### src/iafc_pkg.sv
package iafc_pkg;

    // Register byte offsets on the APB bus
    localparam logic [7:0] OFF_CTRL     = 8'h00;
    localparam logic [7:0] OFF_SHARED_A = 8'h04;
    localparam logic [7:0] OFF_SHARED_B = 8'h08;
    localparam logic [7:0] OFF_STATUS   = 8'h0c;
    localparam logic [7:0] OFF_MASK     = 8'h10;

    // Control register fields
    localparam int CTRL_IE_BIT  = 7;
    localparam int CTRL_EXT_BIT = 0;

    // Slave-address register fields
    localparam int ADR_HI = 7;
    localparam int ADR_LO = 1;
    localparam int FMT_BIT = 0;

    // Mode register fields
    localparam int MODE_ORDER_BIT = 7;
    localparam int MODE_WAIT_BIT  = 6;
    localparam int MODE_CKS_HI    = 5;
    localparam int MODE_CKS_LO    = 3;

    // Status and mask fields
    localparam int ST_W        = 3;
    localparam int ST_WAIT     = 0;
    localparam int ST_ADDR     = 1;
    localparam int ST_GCALL    = 2;

    // Reset values and constants
    localparam logic [7:0] RST_SAR   = 8'h00;
    localparam logic [7:0] RST_SECOND_SLAVE_ADDRESS  = 8'h01;
    localparam logic [7:0] RST_MODE  = 8'h00;
    localparam logic [6:0] GCALL_ADR = 7'h00;
    localparam logic [7:0] CNT_ZERO  = 8'h00;
    localparam logic [7:0] CNT_ONE   = 8'h01;

    // Last count of the transfer-clock divider, indexed by {extension, select}
    localparam logic [7:0] DIV_LAST [16] = '{
        8'h1b, 8'h27, 8'h2f, 8'h3f, 8'h4f, 8'h63, 8'h6f, 8'h7f,
        8'h37, 8'h4f, 8'h5f, 8'h7f, 8'h9f, 8'hc7, 8'hdf, 8'hff
    };

    typedef enum logic [1:0] {
        BUS_IDLE = 2'b00,
        BUS_ACK  = 2'b01
    } iafc_bus_type;

    // Events from the shifter and bus-state logic on the same clock
    typedef struct packed {
        logic       slave_mode;
        logic       master_mode;
        logic       frame_active;
        logic       addr_valid;
        logic [7:0] addr_byte;
        logic       eighth_low;
    } iafc_event_type;

    typedef struct packed {
        logic primary;
        logic second;
        logic gcall;
    } iafc_match_type;

    typedef struct packed {
        iafc_bus_type   bus;
        logic           pready;
        logic           pslverr;
        logic [31:0]    prdata;
        logic           ie;
        logic           ext;
        logic [7:0]     primary_slave_address;
        logic [7:0]     second_slave_address;
        logic [7:0]     mode;
        logic           app_fs;
        logic           app_fsx;
        logic           app_sync;
        logic [2:0]     app_cks;
        logic           app_ext;
        logic [ST_W-1:0] status;
        logic [ST_W-1:0] mask;
        logic           irq;
        logic           wait_hold;
        logic [7:0]     div_cnt;
        logic           tick;
        iafc_match_type match;
    } iafc_state_type;

    localparam iafc_state_type STATE_RST = '{
        bus: BUS_IDLE, primary_slave_address: RST_SAR, second_slave_address: RST_SECOND_SLAVE_ADDRESS, mode: RST_MODE,
        app_fsx: 1'b1, default: '0
    };

endpackage : iafc_pkg

### src/iafc_core.sv
// Notes on behaviour
// Slave, fsx=0: address frame upper seven bits equal to second address selects us.
// Second address register reachable only while interface enable is 0.
// Second address: bits 7..1 address reset 0, bit 0 format reset 1.
// Both format bits 0: two-wire, both addresses and general call enabled.
// fs=0, fsx=1: primary address and general call only, second ignored.
// fs=1, fsx=0: second address only; primary and general call ignored.
// Both format bits 1: synchronous serial, all addresses and general call off.
// Synchronous format has no address, no acknowledge, master only.
// Mode register reachable only while interface enable is 1.
// Mode bit 7 picks LSB-first; software keeps 0 in two-wire format.
// Wait bit 6 acts only as two-wire master; 0 means no wait.
// With wait, 8th clock low sets flag and holds clock; clearing releases.
// Master transfer clock from select bits 5..3 plus divider extension.
// Interface enable steers shared locations between address and mode/data registers; no data register here, OFF_SHARED_A reads 0 while ie is 1.
// Software keeps primary format bit 0 when general call is needed.
// Software sets divider extension above 16 MHz peripheral clock.
// All enabled addresses and general call compared together, each match reported.
// Format and clock-select changes applied only between frames.
`timescale 1ns/1ns
`default_nettype none
module iafc_core (
    // Clock and reset
    input  wire logic                    core_clk_i,
    input  wire logic                    resetn_i,
    // APB slave
    input  wire logic                    psel_i,
    input  wire logic                    penable_i,
    input  wire logic                    pwrite_i,
    input  wire logic [7:0]              paddr_i,
    input  wire logic [31:0]             pwdata_i,
    output logic      [31:0]             prdata_o,
    output logic                         pready_o,
    output logic                         pslverr_o,
    // Shifter and bus-state events
    input  wire iafc_pkg::iafc_event_type evt_i,
    // Results
    output var iafc_pkg::iafc_match_type match_o,
    output logic                         sync_format_o,
    output logic                         lsb_first_o,
    output logic                         scl_hold_o,
    output logic                         tick_o,
    output logic                         irq_o
);

    localparam int ST_W_L = iafc_pkg::ST_W;

    iafc_pkg::iafc_state_type st_reg;
    iafc_pkg::iafc_state_type st_next;

    logic                  setup;
    logic                  access;
    logic                  wr;
    logic                  set_wait;
    logic [ST_W_L-1:0]     st_clr;
    logic [ST_W_L-1:0]     st_set;
    logic [6:0]            rx_adr;
    logic [7:0]            div_last;

    // Zero wait states: the access phase completes while our pready is high
    assign setup  = psel_i && !penable_i;
    assign access = psel_i && penable_i && st_reg.pready;
    assign wr     = access && pwrite_i;
    assign rx_adr = evt_i.addr_byte[iafc_pkg::ADR_HI:iafc_pkg::ADR_LO];
    assign div_last = iafc_pkg::DIV_LAST[{st_reg.app_ext, st_reg.app_cks}];
    // Wait exists only for a two-wire master
    assign set_wait = evt_i.eighth_low && evt_i.master_mode && !st_reg.app_sync
                      && st_reg.mode[iafc_pkg::MODE_WAIT_BIT];

    always_comb begin
        st_next         = st_reg;
        st_next.pready  = 1'b0;
        st_next.tick    = 1'b0;
        st_next.match   = '0;
        st_clr          = '0;
        st_set          = '0;

        // Bus answer: data is captured in setup, pready raised for one access cycle
        case (st_reg.bus)
            iafc_pkg::BUS_IDLE: begin
                if (setup) begin
                    st_next.bus     = iafc_pkg::BUS_ACK;
                    st_next.pready  = 1'b1;
                    st_next.pslverr = 1'b0;
                    st_next.prdata  = '0;
                    case (paddr_i)
                        iafc_pkg::OFF_CTRL: begin
                            st_next.prdata[iafc_pkg::CTRL_IE_BIT]  = st_reg.ie;
                            st_next.prdata[iafc_pkg::CTRL_EXT_BIT] = st_reg.ext;
                        end
                        iafc_pkg::OFF_SHARED_A: begin
                            if (!st_reg.ie) begin
                                st_next.prdata[7:0] = st_reg.second_slave_address;
                            end
                        end
                        iafc_pkg::OFF_SHARED_B: begin
                            st_next.prdata[7:0] = st_reg.ie ? st_reg.mode : st_reg.primary_slave_address;
                        end
                        iafc_pkg::OFF_STATUS: begin
                            st_next.prdata[ST_W_L-1:0] = st_reg.status;
                        end
                        iafc_pkg::OFF_MASK: begin
                            st_next.prdata[ST_W_L-1:0] = st_reg.mask;
                        end
                        default: begin
                            st_next.pslverr = 1'b1;
                        end
                    endcase
                end
            end
            iafc_pkg::BUS_ACK: begin
                st_next.bus = iafc_pkg::BUS_IDLE;
            end
            default: begin
                st_next.bus = iafc_pkg::BUS_IDLE;
            end
        endcase

        // Writes take effect at the completing access edge
        if (wr) begin
            case (paddr_i)
                iafc_pkg::OFF_CTRL: begin
                    st_next.ie  = pwdata_i[iafc_pkg::CTRL_IE_BIT];
                    st_next.ext = pwdata_i[iafc_pkg::CTRL_EXT_BIT];
                end
                iafc_pkg::OFF_SHARED_A: begin
                    if (!st_reg.ie) begin
                        st_next.second_slave_address = pwdata_i[7:0];
                    end
                end
                iafc_pkg::OFF_SHARED_B: begin
                    if (st_reg.ie) begin
                        st_next.mode = pwdata_i[7:0];
                    end else begin
                        st_next.primary_slave_address = pwdata_i[7:0];
                    end
                end
                iafc_pkg::OFF_STATUS: begin
                    st_clr = pwdata_i[ST_W_L-1:0];
                end
                iafc_pkg::OFF_MASK: begin
                    st_next.mask = pwdata_i[ST_W_L-1:0];
                end
                default: begin
                    st_next.mask = st_reg.mask;
                end
            endcase
        end

        // Format and clock select only move while no frame is shifting
        if (!evt_i.frame_active) begin
            st_next.app_fs   = st_reg.primary_slave_address[iafc_pkg::FMT_BIT];
            st_next.app_fsx  = st_reg.second_slave_address[iafc_pkg::FMT_BIT];
            st_next.app_cks  = st_reg.mode[iafc_pkg::MODE_CKS_HI:iafc_pkg::MODE_CKS_LO];
            st_next.app_ext  = st_reg.ext;
            st_next.app_sync = st_next.app_fs && st_next.app_fsx;
        end

        // Address compare, all candidates in parallel
        if (evt_i.addr_valid && evt_i.slave_mode && !st_reg.app_sync) begin
            st_next.match.primary = !st_reg.app_fs
                && rx_adr == st_reg.primary_slave_address[iafc_pkg::ADR_HI:iafc_pkg::ADR_LO];
            st_next.match.second = !st_reg.app_fsx
                && rx_adr == st_reg.second_slave_address[iafc_pkg::ADR_HI:iafc_pkg::ADR_LO];
            st_next.match.gcall = !st_reg.app_fs && rx_adr == iafc_pkg::GCALL_ADR;
        end
        st_set[iafc_pkg::ST_ADDR]  = st_next.match.primary || st_next.match.second;
        st_set[iafc_pkg::ST_GCALL] = st_next.match.gcall;
        st_set[iafc_pkg::ST_WAIT]  = set_wait;

        // Sticky status, a new event wins over a clear in the same cycle
        st_next.status    = (st_reg.status & ~st_clr) | st_set;
        st_next.irq       = |(st_next.status & st_next.mask);
        st_next.wait_hold = set_wait
            || (st_reg.wait_hold && st_next.status[iafc_pkg::ST_WAIT]);

        // Transfer-clock divider, one-cycle enable per period in master mode
        if (evt_i.master_mode) begin
            if (st_reg.div_cnt == div_last) begin
                st_next.div_cnt = iafc_pkg::CNT_ZERO;
                st_next.tick    = 1'b1;
            end else begin
                st_next.div_cnt = st_reg.div_cnt + iafc_pkg::CNT_ONE;
            end
        end else begin
            st_next.div_cnt = iafc_pkg::CNT_ZERO;
        end
    end

    always_ff @(posedge core_clk_i) begin
        if (!resetn_i) begin
            st_reg <= iafc_pkg::STATE_RST;
        end else begin
            st_reg <= st_next;
        end
    end

    assign prdata_o      = st_reg.prdata;
    assign pready_o      = st_reg.pready;
    assign pslverr_o     = st_reg.pslverr;
    assign match_o       = st_reg.match;
    assign sync_format_o = st_reg.app_sync;
    assign lsb_first_o   = st_reg.mode[iafc_pkg::MODE_ORDER_BIT];
    assign scl_hold_o    = st_reg.wait_hold;
    assign tick_o        = st_reg.tick;
    assign irq_o         = st_reg.irq;

    // Checks
    second_slave_address_gate_a: assert property (@(posedge core_clk_i) disable iff (!resetn_i)
        wr && paddr_i == iafc_pkg::OFF_SHARED_A && st_reg.ie |=> $stable(st_reg.second_slave_address))
        else $error("second address written while interface enabled");

    mode_gate_a: assert property (@(posedge core_clk_i) disable iff (!resetn_i)
        wr && paddr_i == iafc_pkg::OFF_SHARED_B && !st_reg.ie |=> $stable(st_reg.mode))
        else $error("mode written while interface disabled");

    second_slave_address_reset_a: assert property (@(posedge core_clk_i)
        !resetn_i |=> st_reg.second_slave_address == iafc_pkg::RST_SECOND_SLAVE_ADDRESS)
        else $error("second address reset value wrong");

    second_match_a: assert property (@(posedge core_clk_i) disable iff (!resetn_i)
        evt_i.addr_valid && evt_i.slave_mode && !st_reg.app_fsx
        && rx_adr == st_reg.second_slave_address[iafc_pkg::ADR_HI:iafc_pkg::ADR_LO]
        |=> match_o.second && st_reg.status[iafc_pkg::ST_ADDR])
        else $error("second address match missed");

    primary_match_a: assert property (@(posedge core_clk_i) disable iff (!resetn_i)
        evt_i.addr_valid && evt_i.slave_mode && !st_reg.app_fs
        && rx_adr == st_reg.primary_slave_address[iafc_pkg::ADR_HI:iafc_pkg::ADR_LO] |=> match_o.primary)
        else $error("primary address match missed");

    fsx_off_a: assert property (@(posedge core_clk_i) disable iff (!resetn_i)
        st_reg.app_fsx |=> !match_o.second)
        else $error("second address matched while disabled");

    gcall_off_a: assert property (@(posedge core_clk_i) disable iff (!resetn_i)
        st_reg.app_fs |=> !match_o.gcall && !match_o.primary)
        else $error("primary or general call matched while disabled");

    sync_quiet_a: assert property (@(posedge core_clk_i) disable iff (!resetn_i)
        st_reg.app_fs && st_reg.app_fsx |-> sync_format_o ##1 match_o == '0)
        else $error("match reported in synchronous format");

    wait_set_a: assert property (@(posedge core_clk_i) disable iff (!resetn_i)
        set_wait |=> scl_hold_o && st_reg.status[iafc_pkg::ST_WAIT])
        else $error("wait not entered");

    wait_end_a: assert property (@(posedge core_clk_i) disable iff (!resetn_i)
        $fell(st_reg.status[iafc_pkg::ST_WAIT]) |-> !scl_hold_o)
        else $error("clock still held after flag cleared");

    no_wait_a: assert property (@(posedge core_clk_i) disable iff (!resetn_i)
        evt_i.eighth_low && !st_reg.mode[iafc_pkg::MODE_WAIT_BIT] && !scl_hold_o |=> !scl_hold_o)
        else $error("wait entered with wait disabled");

    frame_freeze_a: assert property (@(posedge core_clk_i) disable iff (!resetn_i)
        evt_i.frame_active |=> $stable({st_reg.app_fs, st_reg.app_fsx, st_reg.app_cks}))
        else $error("format changed during a frame");

    div_tick_a: assert property (@(posedge core_clk_i) disable iff (!resetn_i)
        evt_i.master_mode && st_reg.div_cnt == div_last |=> tick_o ##1 !tick_o)
        else $error("transfer clock enable missed");

    apb_answer_a: assert property (@(posedge core_clk_i) disable iff (!resetn_i)
        setup && st_reg.bus == iafc_pkg::BUS_IDLE |=> pready_o ##1 !pready_o)
        else $error("bus answer timing wrong");

    // Match, status, wait and applied-format checks
    gcall_match_a: assert property (@(posedge core_clk_i) disable iff (!resetn_i)
        evt_i.addr_valid && evt_i.slave_mode && !st_reg.app_fs
        && rx_adr == iafc_pkg::GCALL_ADR |=> match_o.gcall)
        else $error("general call match missed");

    match_sticky_a: assert property (@(posedge core_clk_i) disable iff (!resetn_i)
        st_set[iafc_pkg::ST_ADDR] |=> st_reg.status[iafc_pkg::ST_ADDR])
        else $error("address match flag not set");

    sync_no_wait_a: assert property (@(posedge core_clk_i) disable iff (!resetn_i)
        evt_i.eighth_low && st_reg.app_sync && !scl_hold_o |=> !scl_hold_o)
        else $error("wait entered in synchronous format");

    slave_no_wait_a: assert property (@(posedge core_clk_i) disable iff (!resetn_i)
        evt_i.eighth_low && !evt_i.master_mode && !scl_hold_o |=> !scl_hold_o)
        else $error("wait entered outside master mode");

    wait_irq_a: assert property (@(posedge core_clk_i) disable iff (!resetn_i)
        set_wait && st_reg.mask[iafc_pkg::ST_WAIT] && !wr |=> irq_o)
        else $error("wait flag raised no interrupt");

    fmt_reset_a: assert property (@(posedge core_clk_i)
        !resetn_i |=> st_reg.app_fsx && !st_reg.app_fs && !sync_format_o)
        else $error("applied format after reset wrong");

    // Main scenarios
    both_match_c: cover property (@(posedge core_clk_i) disable iff (!resetn_i)
        match_o.primary && match_o.second);
    second_hit_c: cover property (@(posedge core_clk_i) disable iff (!resetn_i)
        match_o.second);
    gcall_hit_c: cover property (@(posedge core_clk_i) disable iff (!resetn_i)
        match_o.gcall);
    wait_cycle_c: cover property (@(posedge core_clk_i) disable iff (!resetn_i)
        scl_hold_o ##1 !scl_hold_o);
    sync_mode_c: cover property (@(posedge core_clk_i) disable iff (!resetn_i)
        sync_format_o && tick_o);

endmodule : iafc_core
`default_nettype wire

### config.mk
export PLATFORM = sky130hd
export DESIGN_NAME = iafc_core
export DESIGN_NICKNAME = d
export VERILOG_FILES = /design/src/iafc_pkg.sv /design/src/iafc_core.sv
export SDC_FILE = /design/constraint.sdc
export NUM_CORES = 1
export LEC_CHECK = 0
export BUFFER_PORTS_ARGS = -buffer_cell sky130_fd_sc_hd__buf_2
export CORE_MARGIN = 2
export CORE_UTILIZATION = 50
export CTS_BUF_LIST = sky130_fd_sc_hd__clkbuf_4 sky130_fd_sc_hd__clkbuf_8
export CTS_CLUSTER_DIAMETER = 150
export DETAILED_ROUTE_END_ITERATION = 10
export PLACE_DENSITY = 0.77
export RECOVER_POWER = 100
export SLEW_MARGIN = 20
export SYNTH_ARGS = -nofsm -noshare
export SYNTH_HDL_FRONTEND = slang
export SYNTH_SLANG_ARGS = --single-unit
### constraint.sdc
create_clock -name core_clk_i -period 5.4 [get_ports core_clk_i]
set_input_delay 0.27 -clock core_clk_i [delete_from_list [all_inputs] [get_ports core_clk_i]]
set_output_delay 0.27 -clock core_clk_i [all_outputs]
set_load 0.05 [all_outputs]
Word-level counts from Yosys, hierarchy flattened
Memories as Yosys holds them, arrays and structs flattened.
Cells that the tools add are included.
- bits in registers: 64
- output and inout bits: 42
- memories kept: 1
- memory bits (read-only): 128
- bitwise gates (word level): 8
- equal/unequal tests: 7
- $add $sub $neg: 1
- magnitude comparators: 1
- muxes and demuxes: 16
- reduce and logical (&&, ||, !) cells: 33
- memory list (memory ; depth ; bits a word ; rd ports ; clocked after Yosys merged registers in ; wr ports ; line ; text):
    (name not given) ; 16 ; 8 ; 1 ; 0 ; 0 ; iafc_core.sv:65 ; assign div_last = iafc_pkg::DIV_LAST[{st_reg.app_ext, st_reg.app_cks}];
- operator list (operator ; number):
    $mux W34 ; 1
    $mux W8 ; 4
    $eq A8 B4 Y1 const B ; 2
    $mux W3 ; 5
    $eq A7 B7 Y1 ; 2
    $logic_and A1 B1 Y1 ; 14
    $reduce_and A3 Y1 ; 3
    $add A8 B1 Y8 const B ; 1
    $eq A8 B3 Y1 const B ; 1
    $eq A8 B5 Y1 const B ; 1
    $eq A8 B8 Y1 ; 1
    $logic_not A8 Y1 ; 1
    $pmux W2 S4 ; 1
    $pmux W4 S2 ; 1
    $reduce_and A2 Y1 ; 4
    $logic_not A7 Y1 ; 1
    $and A3 B3 Y3 ; 2
    $reduce_or A3 Y1 ; 2
    $ge A5 B5 Y1 const B ; 1
    $not A4 Y5 ; 1
    $pmux W1 S5 ; 1
    $reduce_or A5 Y1 ; 1
    $logic_not A1 Y1 ; 4
    $not A1 Y1 ; 3
    6 further kinds ; 8

Longest topological paths before layout
- depth after elaboration: 9
- gate-level depth with buffers: 8
- depth with buffers taken out: 7

Worst setup path before layout
Ideal clock, no wire load.
- path kind: register -> register
- start: reg st_reg (netlist bit pready_o)
- end: reg st_reg (netlist bit irq_o)
- arrival: 1.833 ns
- clock period less this slack: 1.959 ns
- cell stages (with the launch flop): 7
- path slack: 3.441 ns
- path buffers: 1
- library setup time: 0.126 ns
- path through: dfxtp_1 -> nand4_1 -> or4_4 -> buf_6 -> mux2i_1 -> o21bai_2 -> o211ai_2
- word-level cells in the longest chain between the ends: 8
- ends and longest elaborated chain (what ; line ; text):
    start, declared ; iafc_core.sv:48 ; iafc_pkg::iafc_state_type st_reg;
    start signal, assigned ; iafc_core.sv:192 ; st_reg <= iafc_pkg::STATE_RST;
    start signal, assigned ; iafc_core.sv:194 ; st_reg <= st_next;
    $logic_and A1 B1 Y1 * ; iafc_core.sv:62 ; assign access = psel_i && penable_i && st_reg.pready;
    $logic_and A1 B1 Y1 * ; iafc_core.sv:63 ; assign wr = access && pwrite_i;
    $mux W3 ; iafc_core.sv:120 ; if (wr) begin
    $not A3 Y3 ; iafc_core.sv:172 ; st_next.status = (st_reg.status & ~st_clr) | st_set;
    $and A3 B3 Y3 ; iafc_core.sv:172 ;
    $or A3 B3 Y3 ; iafc_core.sv:172 ;
    $and A3 B3 Y3 * ; iafc_core.sv:173 ; st_next.irq = |(st_next.status & st_next.mask);
    $reduce_or A3 Y1 * ; iafc_core.sv:173 ;
Mark *: on every way between the ends. The rest lies on a longest branch, timed or not.
A chain may end at the register's enable or synchronous reset.

Worst setup path in the final report
- start: in paddr_i[7]
- end: reg st_reg[45] (netlist bit)
- word-level cells in the longest chain between the ends: 2
- ends and longest elaborated chain (what ; line ; text):
    start, declared ; iafc_core.sv:30 ; input wire logic [7:0] paddr_i,
    $eq A8 B4 Y1 ; iafc_core.sv:121 ; case (paddr_i)
    $reduce_and A3 Y1 (no source line) ; n/a ;
Every way passes these cells.

==> metrics.txt <==
# TYPE chip_impl_metric gauge
chip_impl_info{name="run_status",value="finished, violations left"} 1
chip_impl_info{name="violations_in_the_final_reports",value="max-capacitance violations, max-slew violations"} 1
chip_impl_metric{name="synth-edff-count",unit=""} 0
chip_impl_metric{name="postLayoutSetupSlackWorst",unit="ps"} 1570
chip_impl_metric{name="cts.clk_slew.worst_paths",unit="ps"} 70
chip_impl_metric{name="vdd_ir_drop_max",unit="mV"} 0.165
chip_impl_metric{name="max_slew.worst_pin.slew",unit="ps"} 2270
chip_impl_metric{name="clock_tree.buffer_depth",unit=""} 2
chip_impl_metric{name="fin_crit",unit="ps"} 3830
chip_impl_metric{name="coreArea",unit="um2"} 6760
chip_impl_metric{name="initial_antenna_violation_count",unit=""} 0
chip_impl_metric{name="hold_violations",unit=""} 0
chip_impl_info{name="rr_endpoint",value="st_reg[35]"} 1
chip_impl_metric{name="start_util",unit="%"} 51.4
chip_impl_metric{name="arrival_time_at_the_worst_endpoint",unit="ps"} 4060
chip_impl_metric{name="area_of_the_multi_input_gates",unit="um2"} 1830
chip_impl_metric{name="power-per-cell-area",unit="nW/um2"} 277
chip_impl_info{name="setup.worst_path.start_class",value="primary input"} 1
chip_impl_info{name="worstHoldPathType",value="in -> reg"} 1
chip_impl_info{name="final_common_cell",value="dfxtp_1"} 1
chip_impl_metric{name="die-width",unit="um"} 87.3
chip_impl_info{name="reg2reg_from",value="st_reg[52]"} 1
chip_impl_metric{name="p_leak",unit="uW"} 0.00139
chip_impl_metric{name="post-route-period-util",unit="%"} 71.0
chip_impl_metric{name="insertedDiodeCount",unit=""} 0
chip_impl_info{name="tritoncts_clock_tree",value="yes"} 1
chip_impl_info{name="critPathKind",value="in -> reg"} 1
chip_impl_metric{name="place.detailed.instances",unit=""} 468
chip_impl_metric{name="sequential_cell_area",unit="um2"} 1280
chip_impl_metric{name="global_route.overflow_total",unit=""} 0
chip_impl_metric{name="ff2ff_setup_slack",unit="ps"} 1810
chip_impl_metric{name="vias_in_the_first_global_route",unit=""} 2478
chip_impl_metric{name="detail_route.iter0.violations",unit=""} 203
chip_impl_metric{name="cts-htree-levels",unit=""} 3
chip_impl_metric{name="fmax",unit="GHz"} 0.261
chip_impl_metric{name="detailroute.via_count",unit=""} 2682
chip_impl_metric{name="synth_sequential_area_ratio",unit="%"} 36.9
chip_impl_metric{name="areaGrowthSynthToFinish",unit="%"} 5.55
chip_impl_metric{name="final_net_count",unit=""} 461
chip_impl_metric{name="skew",unit="ps"} 8.63
chip_impl_metric{name="io_pins",unit=""} 100
chip_impl_metric{name="antenna_left",unit=""} 0
chip_impl_metric{name="cts_hold_repair.buffers",unit=""} 0
chip_impl_metric{name="timing.hold.ws",unit="ps"} 180
chip_impl_metric{name="cts-buffers-inserted",unit=""} 9
chip_impl_metric{name="stdcell_count",unit=""} 484
chip_impl_metric{name="wire_per_inst",unit="um"} 15.6
chip_impl_metric{name="pre_cts_slack",unit="ps"} 2460
chip_impl_metric{name="slew-limit-headroom",unit="%"} -52.4
chip_impl_metric{name="ff2ff_path_depth",unit=""} 4
chip_impl_metric{name="track_usage",unit="%"} 20.5
chip_impl_metric{name="data_required_critical_path",unit="ps"} 5630
chip_impl_info{name="hold_path_startpoint",value="evt_i[11]"} 1
chip_impl_metric{name="die-height",unit="um"} 87.3
chip_impl_metric{name="cell_count_of_the_worst_hold_path",unit=""} 3
chip_impl_metric{name="routed_via_density",unit=""} 5.54
chip_impl_metric{name="wire_length_of_the_first_global_routing_pass",unit="um"} 12100
chip_impl_metric{name="totalNegativeSetupSlack",unit="ps"} 0
chip_impl_metric{name="final_replace_weighted_congestion",unit=""} 0.809
chip_impl_metric{name="buffer_ports.inserted",unit=""} 50
chip_impl_metric{name="detail_route.first_pass.iterations",unit=""} 5
chip_impl_info{name="layout_common_cells",value="64 x dfxtp_1, 30 x buf_2, 29 x mux2i_1"} 1
chip_impl_info{name="critPathCaptureType",value="flop"} 1
chip_impl_metric{name="fraction_of_registers_with_async_set_or_reset_after_synthesis",unit="%"} 0
chip_impl_info{name="hold-path-endpoint",value="st_reg[5]"} 1
chip_impl_metric{name="synth.ff_latch_count",unit=""} 64
chip_impl_metric{name="full_die_area",unit="um2"} 7620
chip_impl_metric{name="route.final.wire_length",unit="um"} 7530
chip_impl_info{name="synth_flop_cell",value="dfxtp_1"} 1
chip_impl_metric{name="yosys_warnings",unit=""} 0
chip_impl_metric{name="post_synth.cell_area_avg",unit="um2"} 9.36
chip_impl_info{name="grt_setup_unrepaired",value="false"} 1
chip_impl_metric{name="largest_net_degree_at_the_start_of_global_routing",unit=""} 57
chip_impl_metric{name="drcViolationCount",unit=""} 0
chip_impl_metric{name="slew_viol_final",unit=""} 92
chip_impl_metric{name="synth_cells",unit=""} 371
chip_impl_info{name="cts_root_buf",value="clkbuf_8"} 1
chip_impl_metric{name="drv.max_cap_violation_count",unit=""} 4
chip_impl_metric{name="cts_resized",unit=""} 0
chip_impl_metric{name="critical_path_peak_fanout",unit=""} 12
chip_impl_metric{name="filler_cell_count",unit=""} 626
chip_impl_metric{name="cts.sinks",unit=""} 64
chip_impl_metric{name="cts_setup_buffers",unit=""} 0
chip_impl_metric{name="hpwlAfterDp",unit="um"} 5390
chip_impl_metric{name="row_count",unit=""} 30
chip_impl_metric{name="report.final.setup_viol",unit=""} 0
chip_impl_metric{name="worst_skew_pair.late_latency",unit="ps"} 340
chip_impl_metric{name="ys_types",unit=""} 55
chip_impl_metric{name="final_layout_size_suffix_gt1_share",unit="%"} 14.1
chip_impl_metric{name="flip_flop_count_of_the_largest_register_all_copies_and_words_added",unit=""} 46
chip_impl_metric{name="mappedNetlistArea",unit="um2"} 3470
==> worst max path at each step <==
stage	from	endpoint	slack (ps)	cells past startpoint
2_1_floorplan	pready_o	irq_o	3440	6
3_3_place_gp	paddr_i[7]	st_reg[46]	2500	6
3_5_place_dp	paddr_i[7]	st_reg[45]	2460	6
4_1_cts	paddr_i[7]	st_reg[45]	2800	6
5_1_grt	paddr_i[7]	st_reg[45]	1490	6
6_report	paddr_i[7]	st_reg[45]	1570	6
==> stage by stage <==
step           utilization, %  total power (uW)  area [um2]
2_1_floorplan               -               587        3560
3_3_place_gp             52.4               596        3540
3_5_place_dp             52.4               598        3540
4_1_cts                  55.5              1020        3750
5_1_grt                  54.2              1050        3660
6_report                 54.2              1020        3660
==> power breakdown <==
part / switching (uW) / leakage, uW / internal (uW)
sequential: 2.81 / 0.000517 / 477
combinational: 81.5 / 0.000767 / 24.9
clock: 182 / 0.000110 / 247
total: 266 / 0.00139 / 749
==> routing by layer <==
layer / share of wire [%] / vias up / global-route usage, %
met2: 42 / 101 / 30.2
met5: 0 / - / 0
met1: 51 / 1262 / 29.2
li1: - / 1307 / -
met3: 4.8 / 12 / 3.79
met4: 2.1 / 0 / 8.81
==> synth_stat cells, types with 2 or more instances <==
master	number	area (um2)
nor4_1	5	31.3
a31oi_1	3	18.8
buf_6	2	22.5
and4_1	2	17.5
inv_1	5	18.8
o2111a_1	2	22.5
a211oi_1	9	67.6
mux2_2	5	56.3
dfxtp_1	64	1280
xor2_1	7	61.3
nor2_1	6	22.5
mux2i_1	28	280
and3_1	5	31.3
buf_4	37	278
and2_1	2	12.5
nand2b_1	6	37.5
buf_2	2	10.0
xnor2_1	20	175
nand2_1	20	75.1
a21oi_1	8	40.0
nor2b_1	28	175
clkbuf_1	15	56.3
a21boi_0	9	67.6
o21ai_0	8	40.0
nor3_1	7	35.0
nand4_1	5	31.3
a22oi_1	7	52.6
a222oi_1	2	20.0
ha_1	4	50.1
nand3_1	22	110
or3_1	2	12.5
==> layout make-up <==
cell class              count  share of cell area (%)
multi-input cells         269                    50.0
flip-flops and latches     64                    35.0
repair buffers             50                    6.15
clock buffers              13                    4.54
well taps                  80                    2.73
clock inverters             3                    1.09
inverters                   5                   0.512
==> logic make-up after synthesis <==
logic type	count (synthesis)	share of synthesized area, %
flip-flops	64	36.9
AND/OR/NAND/NOR	123	21.1
buffers and inverters	61	11.1
other	1	0.108
AO/OA/AOI/OAI	57	12.4
XOR/XNOR	27	6.81
multiplexers	34	10.1
adder cells (fa/ha/maj)	4	1.44
==> worst max-delay path: stages <==
cell	delay, ps
clkbuf_1	90
or4_1	680
nor3_1	1160
nor3b_1	1450
mux2i_1	330
nor2b_1	60
(Power assumes the default switching activity.)
